--- config.mk ---
export PLATFORM = sky130hd
export DESIGN_NAME = bct_term_ctrl
export DESIGN_NICKNAME = d
export VERILOG_FILES = /design/src/hw/bct_pkg.sv /design/src/hw/bct_term_ctrl.sv /design/src/hw/bct_sync.sv
export VERILOG_INCLUDE_DIRS = /design/src /design/src/hw
export SDC_FILE = /design/constraint.sdc
export NUM_CORES = 1
export LEC_CHECK = 0
export BUFFER_PORTS_ARGS = -buffer_cell sky130_fd_sc_hd__buf_4
export CAP_MARGIN = 10
export CORE_MARGIN = 3
export CORE_UTILIZATION = 40
export DETAILED_ROUTE_END_ITERATION = 12
export GPL_TIMING_DRIVEN = 0
export PLACE_DENSITY = 0.67
export RECOVER_POWER = 50
export SLEW_MARGIN = 20
export SYNTH_ARGS = -nofsm -noshare
export SYNTH_HDL_FRONTEND = slang
export SYNTH_SLANG_ARGS = --single-unit
--- constraint.sdc ---
create_clock -name i_clk -period 1.87 [get_ports i_clk]
set_clock_uncertainty 0.2 [all_clocks]
set_input_delay 0.0935 -clock i_clk [delete_from_list [all_inputs] [get_ports i_clk]]
set_output_delay 0.0935 -clock i_clk [all_outputs]
set_load 0.05 [all_outputs]
--- src/hw/bct_params.svh ---
/*
 * Constants for the bus-cycle termination controller: timing counts,
 * outcome codes and field widths.
 * Assumes the includer runs on a 200 MHz clock and reads the
 * termination inputs raw from pins.
 */
// Functional notes
// - sample termination inputs at even state n and again at n+2.
// - size ack alone with fault and halt negated ends cycle normally.
// - halt with or before ack, no fault: complete, then hold bus.
// - fault with halt negated ends cycle and raises a bus-error exception.
// - fault plus halt with or after ack: end cycle, retry after release.
// - ack then fault within one clock, halt negated, is still a fault.
// - timely fault overrides a concurrent size acknowledge.
// - fault aborts cycle and instruction; cycle ends with normal end signalling.
// - prefetch fault raises exception only when the word is used.
// - fault on a cache-fill read marks the fetched entry invalid.
// - for retry, negate controls until both released, repeat same access.
// - halt alone stops bus at next cycle boundary, never ends a cycle.
`ifndef BCT_PARAMS_SVH
`define BCT_PARAMS_SVH
`define BCT_CLK_PERIOD_PS 5000
`define BCT_SYNC_DELAY_NS 10
`define BCT_SYNC_DELAY_CYC \
	((`BCT_SYNC_DELAY_NS * 1000 + `BCT_CLK_PERIOD_PS - 1) / `BCT_CLK_PERIOD_PS)
`define BCT_ADDR_W 32
`define BCT_FC_W 3
`define BCT_SIZE_W 2
`define BCT_OUT_NONE 3'h0
`define BCT_OUT_NORMAL 3'h1
`define BCT_OUT_HALT 3'h2
`define BCT_OUT_FAULT 3'h3
`define BCT_OUT_RETRY 3'h4
`endif

--- src/hw/bct_pkg.sv ---
/*
 * Types for the bus-cycle termination controller.
 * Assumes bct_params.svh is available on the include path.
 */
package bct_pkg;
	typedef enum logic [2:0] {
		BCT_IDLE,
		BCT_WAIT_N,
		BCT_WAIT_N2,
		BCT_HOLD,
		BCT_RETRY_WAIT,
		BCT_SYNC
	} bct_state_e;
endpackage : bct_pkg

--- src/hw/bct_term_ctrl.sv ---
/*
 * Bus-cycle termination controller. Runs one external bus cycle at a
 * time, samples size acknowledge, bus fault and halt at state n and
 * n+2 (one clock apart), and reports normal, halt, fault or retry.
 * Assumes the core offers one access at a time on i_req and waits for
 * o_done; all termination inputs are active high, already inverted.
 */
`timescale 1ns/1ps
`include "bct_params.svh"
module bct_term_ctrl (
	input wire logic i_clk, // system clock, 200 MHz
	input wire logic i_sys_rst, // synchronous reset, high
	input wire logic i_req, // core requests a bus cycle
	input wire logic [`BCT_ADDR_W-1:0] i_addr, // access address
	input wire logic [`BCT_FC_W-1:0] i_fc, // access function code
	input wire logic [`BCT_SIZE_W-1:0] i_size, // access size
	input wire logic i_write, // access is a write
	input wire logic i_prefetch, // access is an instruction prefetch
	input wire logic i_cache_fill, // read fills the instruction cache
	input wire logic i_word_used, // core uses the faulted prefetch word
	input wire logic i_word_discard, // branch or task switch drops it
	input wire logic [1:0] i_size_ack_pair, // size acknowledge pins
	input wire logic i_bus_fault_in, // bus fault pin
	input wire logic i_halt_in, // halt pin
	output logic o_addr_strobe, // address strobe, high when active
	output logic [`BCT_ADDR_W-1:0] o_addr, // address on the bus
	output logic [`BCT_FC_W-1:0] o_fc, // function code on the bus
	output logic [`BCT_SIZE_W-1:0] o_size, // size on the bus
	output logic o_write, // write direction on the bus
	output logic o_done, // pulse: cycle finished for the core
	output logic [2:0] o_outcome, // outcome code with o_done
	output logic o_fault_exc, // pulse: take bus-error exception
	output logic o_abort_instr, // pulse: abort current instruction
	output logic o_cache_inval, // pulse: invalidate fetched entry
	output logic o_halted // bus held by halt or in retry wait
);
	logic [3:0] pins_sync;
	logic ack_s;
	logic fault_s;
	logic halt_s;

	bct_sync #(.W(4)) u_sync (
		.i_clk(i_clk),
		.i_sys_rst(i_sys_rst),
		.i_async({i_size_ack_pair, i_bus_fault_in, i_halt_in}),
		.o_sync(pins_sync)
	);

	assign ack_s = |pins_sync[3:2];
	assign fault_s = pins_sync[1];
	assign halt_s = pins_sync[0];

	bct_pkg::bct_state_e state_reg, state_next;
	logic as_reg, as_next;
	logic [`BCT_ADDR_W-1:0] addr_reg, addr_next;
	logic [`BCT_FC_W-1:0] fc_reg, fc_next;
	logic [`BCT_SIZE_W-1:0] size_reg, size_next;
	logic write_reg, write_next;
	logic pf_reg, pf_next;
	logic fill_reg, fill_next;
	logic ack_n_reg, ack_n_next;
	logic halt_n_reg, halt_n_next;
	logic hold_retry_reg, hold_retry_next;
	logic [3:0] sync_cnt_reg, sync_cnt_next;
	logic done_reg, done_next;
	logic [2:0] outc_reg, outc_next;
	logic exc_reg, exc_next;
	logic abort_reg, abort_next;
	logic inval_reg, inval_next;
	logic halted_reg, halted_next;
	logic pend_pf_reg, pend_pf_next;
	logic fault_end;

	always_comb begin
		state_next = state_reg;
		as_next = as_reg;
		addr_next = addr_reg;
		fc_next = fc_reg;
		size_next = size_reg;
		write_next = write_reg;
		pf_next = pf_reg;
		fill_next = fill_reg;
		ack_n_next = ack_n_reg;
		halt_n_next = halt_n_reg;
		hold_retry_next = hold_retry_reg;
		sync_cnt_next = sync_cnt_reg;
		done_next = 1'b0;
		outc_next = outc_reg;
		exc_next = 1'b0;
		abort_next = 1'b0;
		inval_next = 1'b0;
		halted_next = halted_reg;
		pend_pf_next = pend_pf_reg;
		fault_end = 1'b0;
		case (state_reg)
			bct_pkg::BCT_IDLE: begin
				if (halt_s) begin
					halted_next = 1'b1;
				end else if (i_req) begin
					halted_next = 1'b0;
					as_next = 1'b1;
					addr_next = i_addr;
					fc_next = i_fc;
					size_next = i_size;
					write_next = i_write;
					pf_next = i_prefetch;
					fill_next = i_cache_fill & ~i_write;
					state_next = bct_pkg::BCT_WAIT_N;
				end
			end
			bct_pkg::BCT_WAIT_N: begin
				// first sample at even state n
				ack_n_next = ack_s;
				halt_n_next = halt_s;
				if (fault_s && halt_s) begin
					state_next = bct_pkg::BCT_RETRY_WAIT;
					as_next = 1'b0;
				end else if (fault_s) begin
					// fault alone, with or instead of ack
					fault_end = 1'b1;
				end else if (ack_s) begin
					state_next = bct_pkg::BCT_WAIT_N2;
				end
			end
			bct_pkg::BCT_WAIT_N2: begin
				// second sample at n+2 judges the pair
				if (fault_s && halt_s) begin
					// late retry
					state_next = bct_pkg::BCT_RETRY_WAIT;
					as_next = 1'b0;
				end else if (fault_s) begin
					// late fault after ack
					fault_end = 1'b1;
				end else begin
					as_next = 1'b0;
					done_next = 1'b1;
					if (halt_n_reg && halt_s) begin
						outc_next = `BCT_OUT_HALT;
						halted_next = 1'b1;
					end else begin
						outc_next = `BCT_OUT_NORMAL;
					end
					state_next = bct_pkg::BCT_IDLE;
				end
			end
			bct_pkg::BCT_RETRY_WAIT: begin
				// controls negated, no new cycle until both released
				if (!fault_s && !halt_s) begin
					sync_cnt_next = 4'(`BCT_SYNC_DELAY_CYC);
					state_next = bct_pkg::BCT_SYNC;
				end
			end
			bct_pkg::BCT_SYNC: begin
				if (sync_cnt_reg > 4'h1) begin
					sync_cnt_next = sync_cnt_reg - 4'h1;
				end else begin
					// repeat with the same address, code and size
					as_next = 1'b1;
					outc_next = `BCT_OUT_RETRY;
					state_next = bct_pkg::BCT_WAIT_N;
				end
			end
			default: begin
				state_next = bct_pkg::BCT_IDLE;
				as_next = 1'b0;
			end
		endcase
		if (fault_end) begin
			// normal end signalling, abort instruction unless prefetch
			as_next = 1'b0;
			done_next = 1'b1;
			outc_next = `BCT_OUT_FAULT;
			abort_next = ~pf_reg;
			state_next = bct_pkg::BCT_IDLE;
			inval_next = fill_reg;
			if (pf_reg) begin
				// deferred until the word is used
				pend_pf_next = 1'b1;
			end else begin
				exc_next = 1'b1;
			end
		end
		if (pend_pf_reg && !fault_end) begin
			if (i_word_discard) begin
				pend_pf_next = 1'b0;
			end else if (i_word_used) begin
				pend_pf_next = 1'b0;
				exc_next = 1'b1;
				abort_next = 1'b1;
			end
		end
		if (halted_reg && !halt_s && state_reg == bct_pkg::BCT_IDLE) begin
			halted_next = 1'b0;
		end
		// halted or retry-wait level registered so the output comes from one flop
		hold_retry_next = halted_next |
			(state_next == bct_pkg::BCT_RETRY_WAIT);
		if (i_sys_rst) begin
			state_next = bct_pkg::BCT_IDLE;
			as_next = 1'b0;
			addr_next = '0;
			fc_next = '0;
			size_next = '0;
			write_next = 1'b0;
			pf_next = 1'b0;
			fill_next = 1'b0;
			ack_n_next = 1'b0;
			halt_n_next = 1'b0;
			hold_retry_next = 1'b0;
			sync_cnt_next = 4'h0;
			done_next = 1'b0;
			outc_next = `BCT_OUT_NONE;
			exc_next = 1'b0;
			abort_next = 1'b0;
			inval_next = 1'b0;
			halted_next = 1'b0;
			pend_pf_next = 1'b0;
		end
	end

	always_ff @(posedge i_clk) begin
		state_reg <= state_next;
		as_reg <= as_next;
		addr_reg <= addr_next;
		fc_reg <= fc_next;
		size_reg <= size_next;
		write_reg <= write_next;
		pf_reg <= pf_next;
		fill_reg <= fill_next;
		ack_n_reg <= ack_n_next;
		halt_n_reg <= halt_n_next;
		hold_retry_reg <= hold_retry_next;
		sync_cnt_reg <= sync_cnt_next;
		done_reg <= done_next;
		outc_reg <= outc_next;
		exc_reg <= exc_next;
		abort_reg <= abort_next;
		inval_reg <= inval_next;
		halted_reg <= halted_next;
		pend_pf_reg <= pend_pf_next;
	end

	assign o_addr_strobe = as_reg;
	assign o_addr = addr_reg;
	assign o_fc = fc_reg;
	assign o_size = size_reg;
	assign o_write = write_reg;
	assign o_done = done_reg;
	assign o_outcome = outc_reg;
	assign o_fault_exc = exc_reg;
	assign o_abort_instr = abort_reg;
	assign o_cache_inval = inval_reg;
	assign o_halted = hold_retry_reg;
endmodule : bct_term_ctrl

--- src/hw/bct_sync.sv ---
/*
 * Two-flop synchroniser for a bundle of pin levels.
 * Assumes inputs are asynchronous levels; output is two clocks late.
 */
`timescale 1ns/1ps
module bct_sync #(
	parameter int W = 4
) (
	input wire logic i_clk, // system clock
	input wire logic i_sys_rst, // synchronous reset, high
	input wire logic [W-1:0] i_async, // raw pin levels
	output logic [W-1:0] o_sync // synchronised levels
);
	logic [W-1:0] meta_reg;
	logic [W-1:0] meta_next;
	logic [W-1:0] sync_reg;
	logic [W-1:0] sync_next;

	always_comb begin
		meta_next = i_async;
		sync_next = meta_reg;
		if (i_sys_rst) begin
			meta_next = '0;
			sync_next = '0;
		end
	end

	always_ff @(posedge i_clk) begin
		meta_reg <= meta_next;
		sync_reg <= sync_next;
	end

	assign o_sync = sync_reg;
endmodule : bct_sync

==> results.toml, run 1 <==
[worst_setup_path]
cpPeakStageDelay_ns = 0.44
crit_buf_inv = 1
endpoint_kind = "register"
path_class = "reg -> reg"
path_delay_family = "simple AND/OR/NAND/NOR gates"
cp.required_ns = 1.94
path_cells = "buf_2 -> or3_4 -> a21oi_4 -> mux2_1 -> nor2_1"
cp_slowest_cell = "or3_4"
crit_path_max_fanout = 10
arrival_ns = 1.96
cp-start-kind = "register"

[synth]
async_reset_ff_share_pct = 0
synth_ff_type = "dfxtp_1"
syn_inst = 313
ys_ff_latch = 66
syn-num-nets = 364
syn-cell-area_mm2 = 0.002659
synth_edf_count = 0
yosys_warnings = 0
synth_cell_types = 48
seq_area_frac_synth_pct = 49.69
avgSynthCellArea_um2 = 8.495

[clock_tree]
cts_tree = "built"
htree_levels = 3
cts_root_buffer = "clkbuf_8"
cts-buffers-inserted = 9
clock_sinks = 66
clk_path_buf_depth = 2
worstSkewPairLatency_ns = 0.33
clk_pin_slew_worst_paths_ns = 0.07

[timing]
rsz0062_at_grt = "true"
worstMarginPinSlew_ns = 0.6439
finalSetupViolCount = 1
min_period_over_period_pct = 101.2
fmax_mhz = 528.5
relSlewSlack_pct = 57.25
fin_crit_ns = 1.892
hold_viol_final = 0
setup_ws_ns = -0.02198
drv_slew = 0

[grt]
grt-ovfl-total = 0
grt_pass1_wl_um = 12140
track_usage_pct = 19.97
antenna_found_initial = 0
grt_pass1_vias = 2647
grt_max_degree = 12

[route]
drt_iter0_markers = 102
dr_total_vias = 2721
wirelength_um = 7548
via_per_inst = 4.984
routedWlPerCell_um = 13.82
drc = 0
drt-pass1-iter-count = 5
drtAntennaViolNets = 0

[flow_run]
cap_violations = 0

[floorplanning]
die_y_um = 87.53
die_area_mm2 = 0.007662
core.rowCount = 29
ios = 96
die_w_um = 87.53
start_util_pct = 41.63
core_mm2 = 0.006386

[finish]
synthToLayoutAreaGrowth_pct = 50.54
diodes = 0
largest_reg_flops = 32
layout-drive-gt1-share_pct = 20.68
utilization_pct = 62.68
fin_nets = 515
layoutNonFillerInstCount = 546

[placement]
place.gp.congestion = 0.8645
dp_cells = 484
hpwl_um = 4972
portBuffers = 94

[hold_path]
hold_path_class = "in -> reg"

[power]
vdd_drop_max_mv = 0.5089
power.density_mw_per_mm2 = 855.2
power.leakage_nw = 1.566

[outcome]
status = "finished with violations"
violations = "negative setup slack"
cells in the final DEF (no fill, tap or decap), types with 2 or more instances in the layout:
| master | instances |
|---|---|
| clkbuf_4 | 2 |
| buf_2 | 7 |
| nor3_1 | 5 |
| clkbuf_8 | 9 |
| clkinvlp_4 | 2 |
| dfxtp_2 | 3 |
| inv_1 | 7 |
| nand2b_1 | 3 |
| o32a_1 | 3 |
| a211oi_2 | 3 |
| clkinv_2 | 2 |
| inv_2 | 2 |
| buf_4 | 51 |
| o21ai_0 | 8 |
| dfxtp_1 | 63 |
| o21ai_1 | 2 |
| and2b_1 | 2 |
| buf_6 | 2 |
| a21oi_1 | 47 |
| or3_1 | 4 |
| nor2b_1 | 10 |
| dlygate4sd3_1 | 46 |
| a221o_1 | 2 |
| nand3b_1 | 2 |
| nand3_1 | 3 |
| nor2_1 | 10 |
| clkbuf_1 | 56 |
| nand2_1 | 81 |
| a311oi_1 | 3 |
| xnor2_1 | 2 |
layer usage:
| layer | global-route usage (%) | share of wire (%) | vias to the layer above |
|---|---|---|---|
| li1 | - | - | 1356 |
| met1 | 24.56 | 43 | 1249 |
| met2 | 32.12 | 47 | 105 |
| met3 | 6.491 | 8.3 | 11 |
| met4 | 8.508 | 1.5 | 0 |
| met5 | 0 | 0 | - |
report_power, final:
group          total (mW)  internal [mW]  switching, mW
Sequential           1.53           1.49         0.0426
Clock                1.15          0.612          0.541
Combinational       0.742          0.268          0.474
Total                3.42           2.37           1.06
layout make-up:
type,count,area (um2)
Buffer,22,125.1
Timing Repair Buffer,140,993.5
Sequential cell,66,1325
Multi-Input combinational cell,216,1242
Tap cell,77,96.34
Clock inverter,5,55.05
Fill cell,588,2384
Clock buffer,11,131.4
Inverter,9,33.78
worst paths after layout:
| kind | startpoint | to | slack, ns | cells past startpoint |
|---|---|---|---|---|
| worst max-delay path | u_sync.o_sync[0]$_SDFF_PP0_ | sync_cnt_reg[0]$_SDFFE_PP0P_ | -0.02 | 5 |
| worst min-delay path | i_sys_rst | halted_reg$_SDFF_PP0_ | 0.03 | 2 |
| worst max register to register | u_sync.o_sync[0]$_SDFF_PP0_ | sync_cnt_reg[0]$_SDFFE_PP0P_ | -0.02 | 5 |
| worst min register to register | u_sync.meta_reg[1]$_SDFF_PP0_ | u_sync.o_sync[1]$_SDFF_PP0_ | 0.24 | 1 |
stage by stage:
| stage | hold WS [ns] | power, mW | setup slack [ns] | setup TNS [ns] | area [um2] |
|---|---|---|---|---|---|
| 2_1_floorplan | 0.02168 | 2.014 | 0.09985 | 0 | 2659 |
| 3_3_place_gp | 0.1133 | 2.255 | -0.01675 | -0.01675 | 3461 |
| 3_5_place_dp | 0.1099 | 2.263 | -0.06910 | -0.06910 | 3461 |
| 4_1_cts | 0.02211 | 3.481 | 0.03707 | 0 | 4125 |
| 5_1_grt | 0.08890 | 3.575 | -0.07429 | -0.2615 | 4003 |
| 6_report | 0.02560 | 3.423 | -0.02198 | -0.02198 | 4003 |
kinds of logic after synthesis:
group           after synthesis  synth area share [%]
buf+inv                      31                 5.600
simple gates                132                 23.86
fa+ha+maj                     2                0.9410
flops                        66                 49.69
mux                           2                0.8000
xor+xnor                      2                0.6589
compound gates               78                 18.45
synth_stat cells, types with 3 or more instances:
cell      number  share of area (%)
dfxtp_1       66                 50
a21oi_1       47                8.8
inv_1          8                1.1
o32a_1         3                1.1
nand3_1        3               0.56
or3_1          4               0.94
nand2b_1       3               0.71
nor3_1         5               0.94
nor2_1        11                1.6
a211oi_2       3                1.4
nand2_1       81                 11
a311oi_1       3               0.99
buf_2         11                2.1
nor2b_1       10                2.4
o21ai_0        8                1.5
clkbuf_1       8                1.1
repair_timing:
action	in CTS	in global routing
hold endpoints to repair	46	0
setup buffers	0	0
pin swaps	0	1
setup endpoints to repair	1	47
hold buffers	47	0
gates resized for setup	2	17
gates cloned	0	0
Note: power is estimated with default switching activity, not from simulation.
==> inputs of run 2 (changes only) <==
BUFFER_PORTS_ARGS = default   (was -buffer_cell sky130_fd_sc_hd__buf_4)
CTS_CLUSTER_SIZE = 10   (was default)
DONT_BUFFER_PORTS = 1   (was default)
PLACE_DENSITY = 0.54   (was 0.67)
RECOVER_POWER = 25   (was 50)
==> results.toml, run 2 (synthesis gave the netlist of run 1 again) <==
[grt]
antenna_found_initial = 0
grt_pass1_vias = 2255
grt-ovfl-total = 0
grt_pass1_wl_um = 10690
grt_max_degree = 12
track_usage_pct = 17.90

[clock_tree]
cts_root_buffer = "clkbuf_8"
clk_path_buf_depth = 2
htree_levels = 3
cts-buffers-inserted = 9
worstSkewPairLatency_ns = 0.34
post_cts_buffers = 0
cts_tree = "built"
clk_pin_slew_worst_paths_ns = 0.07
clock_sinks = 66

[placement]
pre_cts_ws_ns = -0.04663
hpwl_um = 4536
dp_cells = 390
place.gp.congestion = 0.8473
placed_area_mm2 = 0.002755
portBuffers = 0

[worst_setup_path]
path_class = "reg -> reg"
cp_slowest_cell = "dfxtp_2"
path_cells = "buf_6 -> nor2_8 -> a22oi_2 -> o32a_1 -> a221o_1 -> a21o_1"
cp-start-kind = "register"
cpPeakStageDelay_ns = 0.36
reg2regPathDepth = 6
reg2reg_slack_ns = 0.05
path_delay_family = "compound AO/OA/AOI/OAI gates"
worst-path-stages = 6
reg2reg_to = "o_halted$_SDFF_PP0_"
rr_startpoint = "state_reg[0]$_SDFF_PP0_"
crit_buf_inv = 1
crit_path_max_fanout = 10
cp.required_ns = 1.90
endpoint_kind = "register"
arrival_ns = 1.85

[timing]
min_period_over_period_pct = 97.19
setup_ws_ns = 0.05252
rsz0062_at_grt = "true"
relSlewSlack_pct = 63.65
worstMarginPinSlew_ns = 0.5445
fmax_mhz = 550.2
hold_viol_final = 0
fin_crit_ns = 1.817
finalSetupViolCount = 0
drv_slew = 0

[route]
dr_total_vias = 2377
routedWlPerCell_um = 15.28
drtAntennaViolNets = 0
drc = 0
via_per_inst = 5.236
wirelength_um = 6935
drt_iter0_markers = 138
drt-pass1-iter-count = 4

[floorplanning]
ios = 96
die_y_um = 87.53
core_mm2 = 0.006386
core.rowCount = 29
die_w_um = 87.53
die_area_mm2 = 0.007662
start_util_pct = 41.63

[finish]
layoutNonFillerInstCount = 454
layout_commonest_cell = "nand2_1"
diodes = 0
utilization_pct = 54.78
layout-drive-gt1-share_pct = 13.53
largest_reg_flops = 32
final_cell_mix = "nand2_1, dfxtp_1, dlygate4sd3_1"
synthToLayoutAreaGrowth_pct = 31.58
fin_area_mm2 = 0.003498
fin_nets = 423

[flow_run]
cap_violations = 0

[hold_path]
hold_path_class = "in -> reg"
holdCritStartpoint = "i_sys_rst"
min_to = "halted_reg$_SDFF_PP0_"
holdPathStages = 2

[outcome]
status = "finished clean"

[power]
power.density_mw_per_mm2 = 944.1
power.leakage_nw = 1.288
p_total_mw = 3.303
vdd_drop_max_mv = 0.5547
## run 2: cell count changes in the layout (fill, tap and decap cells not counted), moves of 2 or more
cell | before | now
buf_4 | 51 | 2
clkbuf_1 | 56 | 10
buf_2 | 7 | 9
dlygate4sd3_1 | 46 | 48
## run 2: repair_timing
action | CTS | global route
cloned | 0 | 0
resized for setup | 1 | 18
pin swaps | 0 | 6
endpoints found under the setup margin | 1 | 43
hold buffers | 48 | 0
hold endpoints to repair | 48 | 0
## run 2: final cells by class
| type | count | area, um2 |
|---|---|---|
| Clock inverter | 5 | 55.05 |
| Sequential cell | 66 | 1326 |
| Buffer | 22 | 120.1 |
| Tap cell | 77 | 96.34 |
| Fill cell | 588 | 2888 |
| Inverter | 9 | 33.78 |
| Timing Repair Buffer | 48 | 480.5 |
| Multi-Input combinational cell | 216 | 1255 |
| Clock buffer | 11 | 131.4 |
## run 2: worst register-to-register path, stage by stage, from the launching register on
cell	delay, ns
dfxtp_2	0.36
buf_6	0.16
nor2_8	0.12
a22oi_2	0.09
o32a_1	0.32
a221o_1	0.29
a21o_1	0.18
## run 2: per-stage QoR
stage | hold WS (ns) | TNS (ns)
after floorplan | 0.02168 | 0
after global placement | 0.02633 | -0.01848
after detailed placement | 0.02747 | -0.04663
after CTS | 0.04291 | 0
after global routing | 0.06203 | -0.04191
final | 0.05165 | 0
## run 2: where the power goes
| group | switching, mW | total (mW) | internal, mW | leakage, nW |
|---|---|---|---|---|
| Clock | 0.535 | 1.15 | 0.612 | 0.0893 |
| Sequential | 0.278 | 1.76 | 1.49 | 0.542 |
| Combinational | 0.209 | 0.392 | 0.184 | 0.657 |
| Total | 1.02 | 3.30 | 2.28 | 1.29 |
## run 2: worst max-delay path by stage
stage | from | end | slack, ns
2_1_floorplan | sync_cnt_reg[0]$_SDFFE_PP0P_ | sync_cnt_reg[0]$_SDFFE_PP0P_ | 0.1
5_1_grt | sync_cnt_reg[1]$_SDFFE_PP0P_ | o_addr_strobe$_SDFFE_PP0P_ | -0.04
6_report | state_reg[0]$_SDFF_PP0_ | o_halted$_SDFF_PP0_ | 0.05
3_5_place_dp | sync_cnt_reg[0]$_SDFFE_PP0P_ | sync_cnt_reg[0]$_SDFFE_PP0P_ | -0.05
3_3_place_gp | sync_cnt_reg[0]$_SDFFE_PP0P_ | sync_cnt_reg[0]$_SDFFE_PP0P_ | -0.02
4_1_cts | sync_cnt_reg[0]$_SDFFE_PP0P_ | sync_cnt_reg[0]$_SDFFE_PP0P_ | 0.01
## run 2: routing by layer
metal | wire, um | up-vias | GRT usage (%)
li1 | - | 1177 | -
met1 | 3047 | 1086 | 23.05
met2 | 3172 | 102 | 26.99
met3 | 608 | 12 | 6.679
met4 | 107 | 0 | 7.531
met5 | 0 | - | 0
==> inputs of run 3 (changes only) <==
CORE_ASPECT_RATIO = 1.5   (was default)
CORE_UTILIZATION = 30   (was 40)
PLACE_DENSITY = 0.43   (was 0.54)
==> results.toml, run 3 (synthesis gave the netlist of run 1 again) <==
[outcome]
status = "finished clean"

[finish]
fin_nets = 421
final_cell_mix = "nand2_1, dfxtp_1, a21oi_1, dlygate4sd3_1, nor2_1"
nFillCells = 865
synthToLayoutAreaGrowth_pct = 35.95
fin_area_mm2 = 0.003615
largest_reg_flops = 32
diodes = 0
layout_commonest_cell = "nand2_1"
layout-drive-gt1-share_pct = 13.64
utilization_pct = 42.45

[floorplanning]
ios = 96
start_util_pct = 31.22
die_w_um = 82.87
core_mm2 = 0.008516
core.rowCount = 41
die_y_um = 121.3
die_area_mm2 = 0.01005

[grt]
track_usage_pct = 15.09
grt_pass1_wl_um = 12000
grt_max_degree = 11
grt-ovfl-total = 0
grt_pass1_vias = 2394
antenna_found_initial = 0

[worst_setup_path]
cp_slowest_cell = "or3_1"
cp-start-kind = "register"
cpPeakStageDelay_ns = 0.33
crit_start = "sync_cnt_reg[0]$_SDFFE_PP0P_"
path_cells = "inv_1 -> ha_2 -> nor2_4 -> nor4b_2 -> nor2_1 -> or3_1 -> a211oi_2"
endpoint_kind = "register"
arrival_ns = 1.85
path_class = "reg -> reg"
rr_startpoint = "sync_cnt_reg[0]$_SDFFE_PP0P_"
crit_path_max_fanout = 3
cp.required_ns = 1.91

[power]
p_total_mw = 3.784
vdd_drop_max_mv = 0.6344
power.leakage_nw = 1.345
power.density_mw_per_mm2 = 1047

[route]
drt-pass1-iter-count = 4
dr_total_vias = 2341
drt_iter0_markers = 100
wirelength_um = 7304
dr_wl_met3_um = 532
dr.max_layer_used = "met4"
drtAntennaViolNets = 0
wl_met2_um = 3815
via_per_inst = 4.867
wl_met1_um = 2821
drc = 0
routedWlPerCell_um = 15.19

[timing]
rsz0062_at_grt = "true"
setup_ws_ns = 0.06599
fin_crit_ns = 1.804
fmax_mhz = 554.3
min_period_over_period_pct = 96.47
worstMarginPinSlew_ns = 0.5417
drv_slew = 0
relSlewSlack_pct = 63.84
hold_viol_final = 0
timing.hold.ws_ns = 0.06914
finalSetupViolCount = 0

[placement]
hpwl_um = 5181
pre_cts_ws_ns = -0.04890
portBuffers = 0
place.gp.congestion = 0.7558
placed_area_mm2 = 0.002793

[clock_tree]
clk_pin_slew_worst_paths_ns = 0.05
post_cts_buffers = 0
cts-buffers-inserted = 9
cts_tree = "built"
htree_levels = 3
worstSkewPairLatency_ns = 0.32
clk_path_buf_depth = 2
cts_root_buffer = "clkbuf_16"
clock_sinks = 66

[hold_path]
holdCritStartpoint = "i_req"
hold_path_class = "in -> reg"

[flow_run]
cap_violations = 0
==> run 3: worst paths after layout <==
kind / to / slack [ns] / cells after the start
setup / recovery: o_addr_strobe$_SDFFE_PP0P_ / 0.07 / 7
hold / removal: o_addr_strobe$_SDFFE_PP0P_ / 0.07 / 4
setup reg to reg: o_addr_strobe$_SDFFE_PP0P_ / 0.07 / 7
hold reg to reg: u_sync.o_sync[3]$_SDFF_PP0_ / 0.24 / 1
==> run 3: power breakdown <==
| group | internal (mW) | switching [mW] |
|---|---|---|
| clock network | 1.06 | 0.569 |
| logic | 0.184 | 0.208 |
| registers | 1.49 | 0.279 |
==> run 3: per-stage QoR <==
stage | std cells | TNS [ns]
after global routing | 481 | -0.03141
after CTS | 482 | 0
after floorplan | 313 | 0
after global placement | 420 | -0.07275
final | 481 | 0
after detailed placement | 420 | -0.09520
==> run 3: what timing repair did <==
item / in CTS / in global routing
setup endpoints to repair: 11 / 46
resized for setup: 4 / 16
hold buffers: 47 / 0
pin swaps: 0 / 2
endpoints found under the hold margin: 48 / 0
==> run 3: critical path, delay by kind of cell, from the launching register on <==
kind                       cells  cell delay (ns)
buffers and inverters          1             0.09
AOI/OAI and AO/OA              1             0.17
and+or+nand+nor                4             0.73
adders and majority gates      1             0.22
DFF                            1             0.32
==> run 3: per-layer routing <==
layer / global-route usage [%] / vias up
met4: 6.339 / 0
li1: - / 1169
met2: 26.66 / 77
met5: 0 / -
met1: 15.67 / 1084
met3: 6.250 / 11
==> run 3: cell type report <==
cell class	instances	area (um2)	share of cell area (%)
multi-input combinational	216	1241	34.34
clock buffer	12	246.5	6.819
timing repair buffer	47	470.5	13.01
inverter	9	33.78	0.9346
clock inverter	3	40.04	1.108
buffer	21	121.4	3.358
sequential	66	1328	36.73
tap	107	133.9	3.704
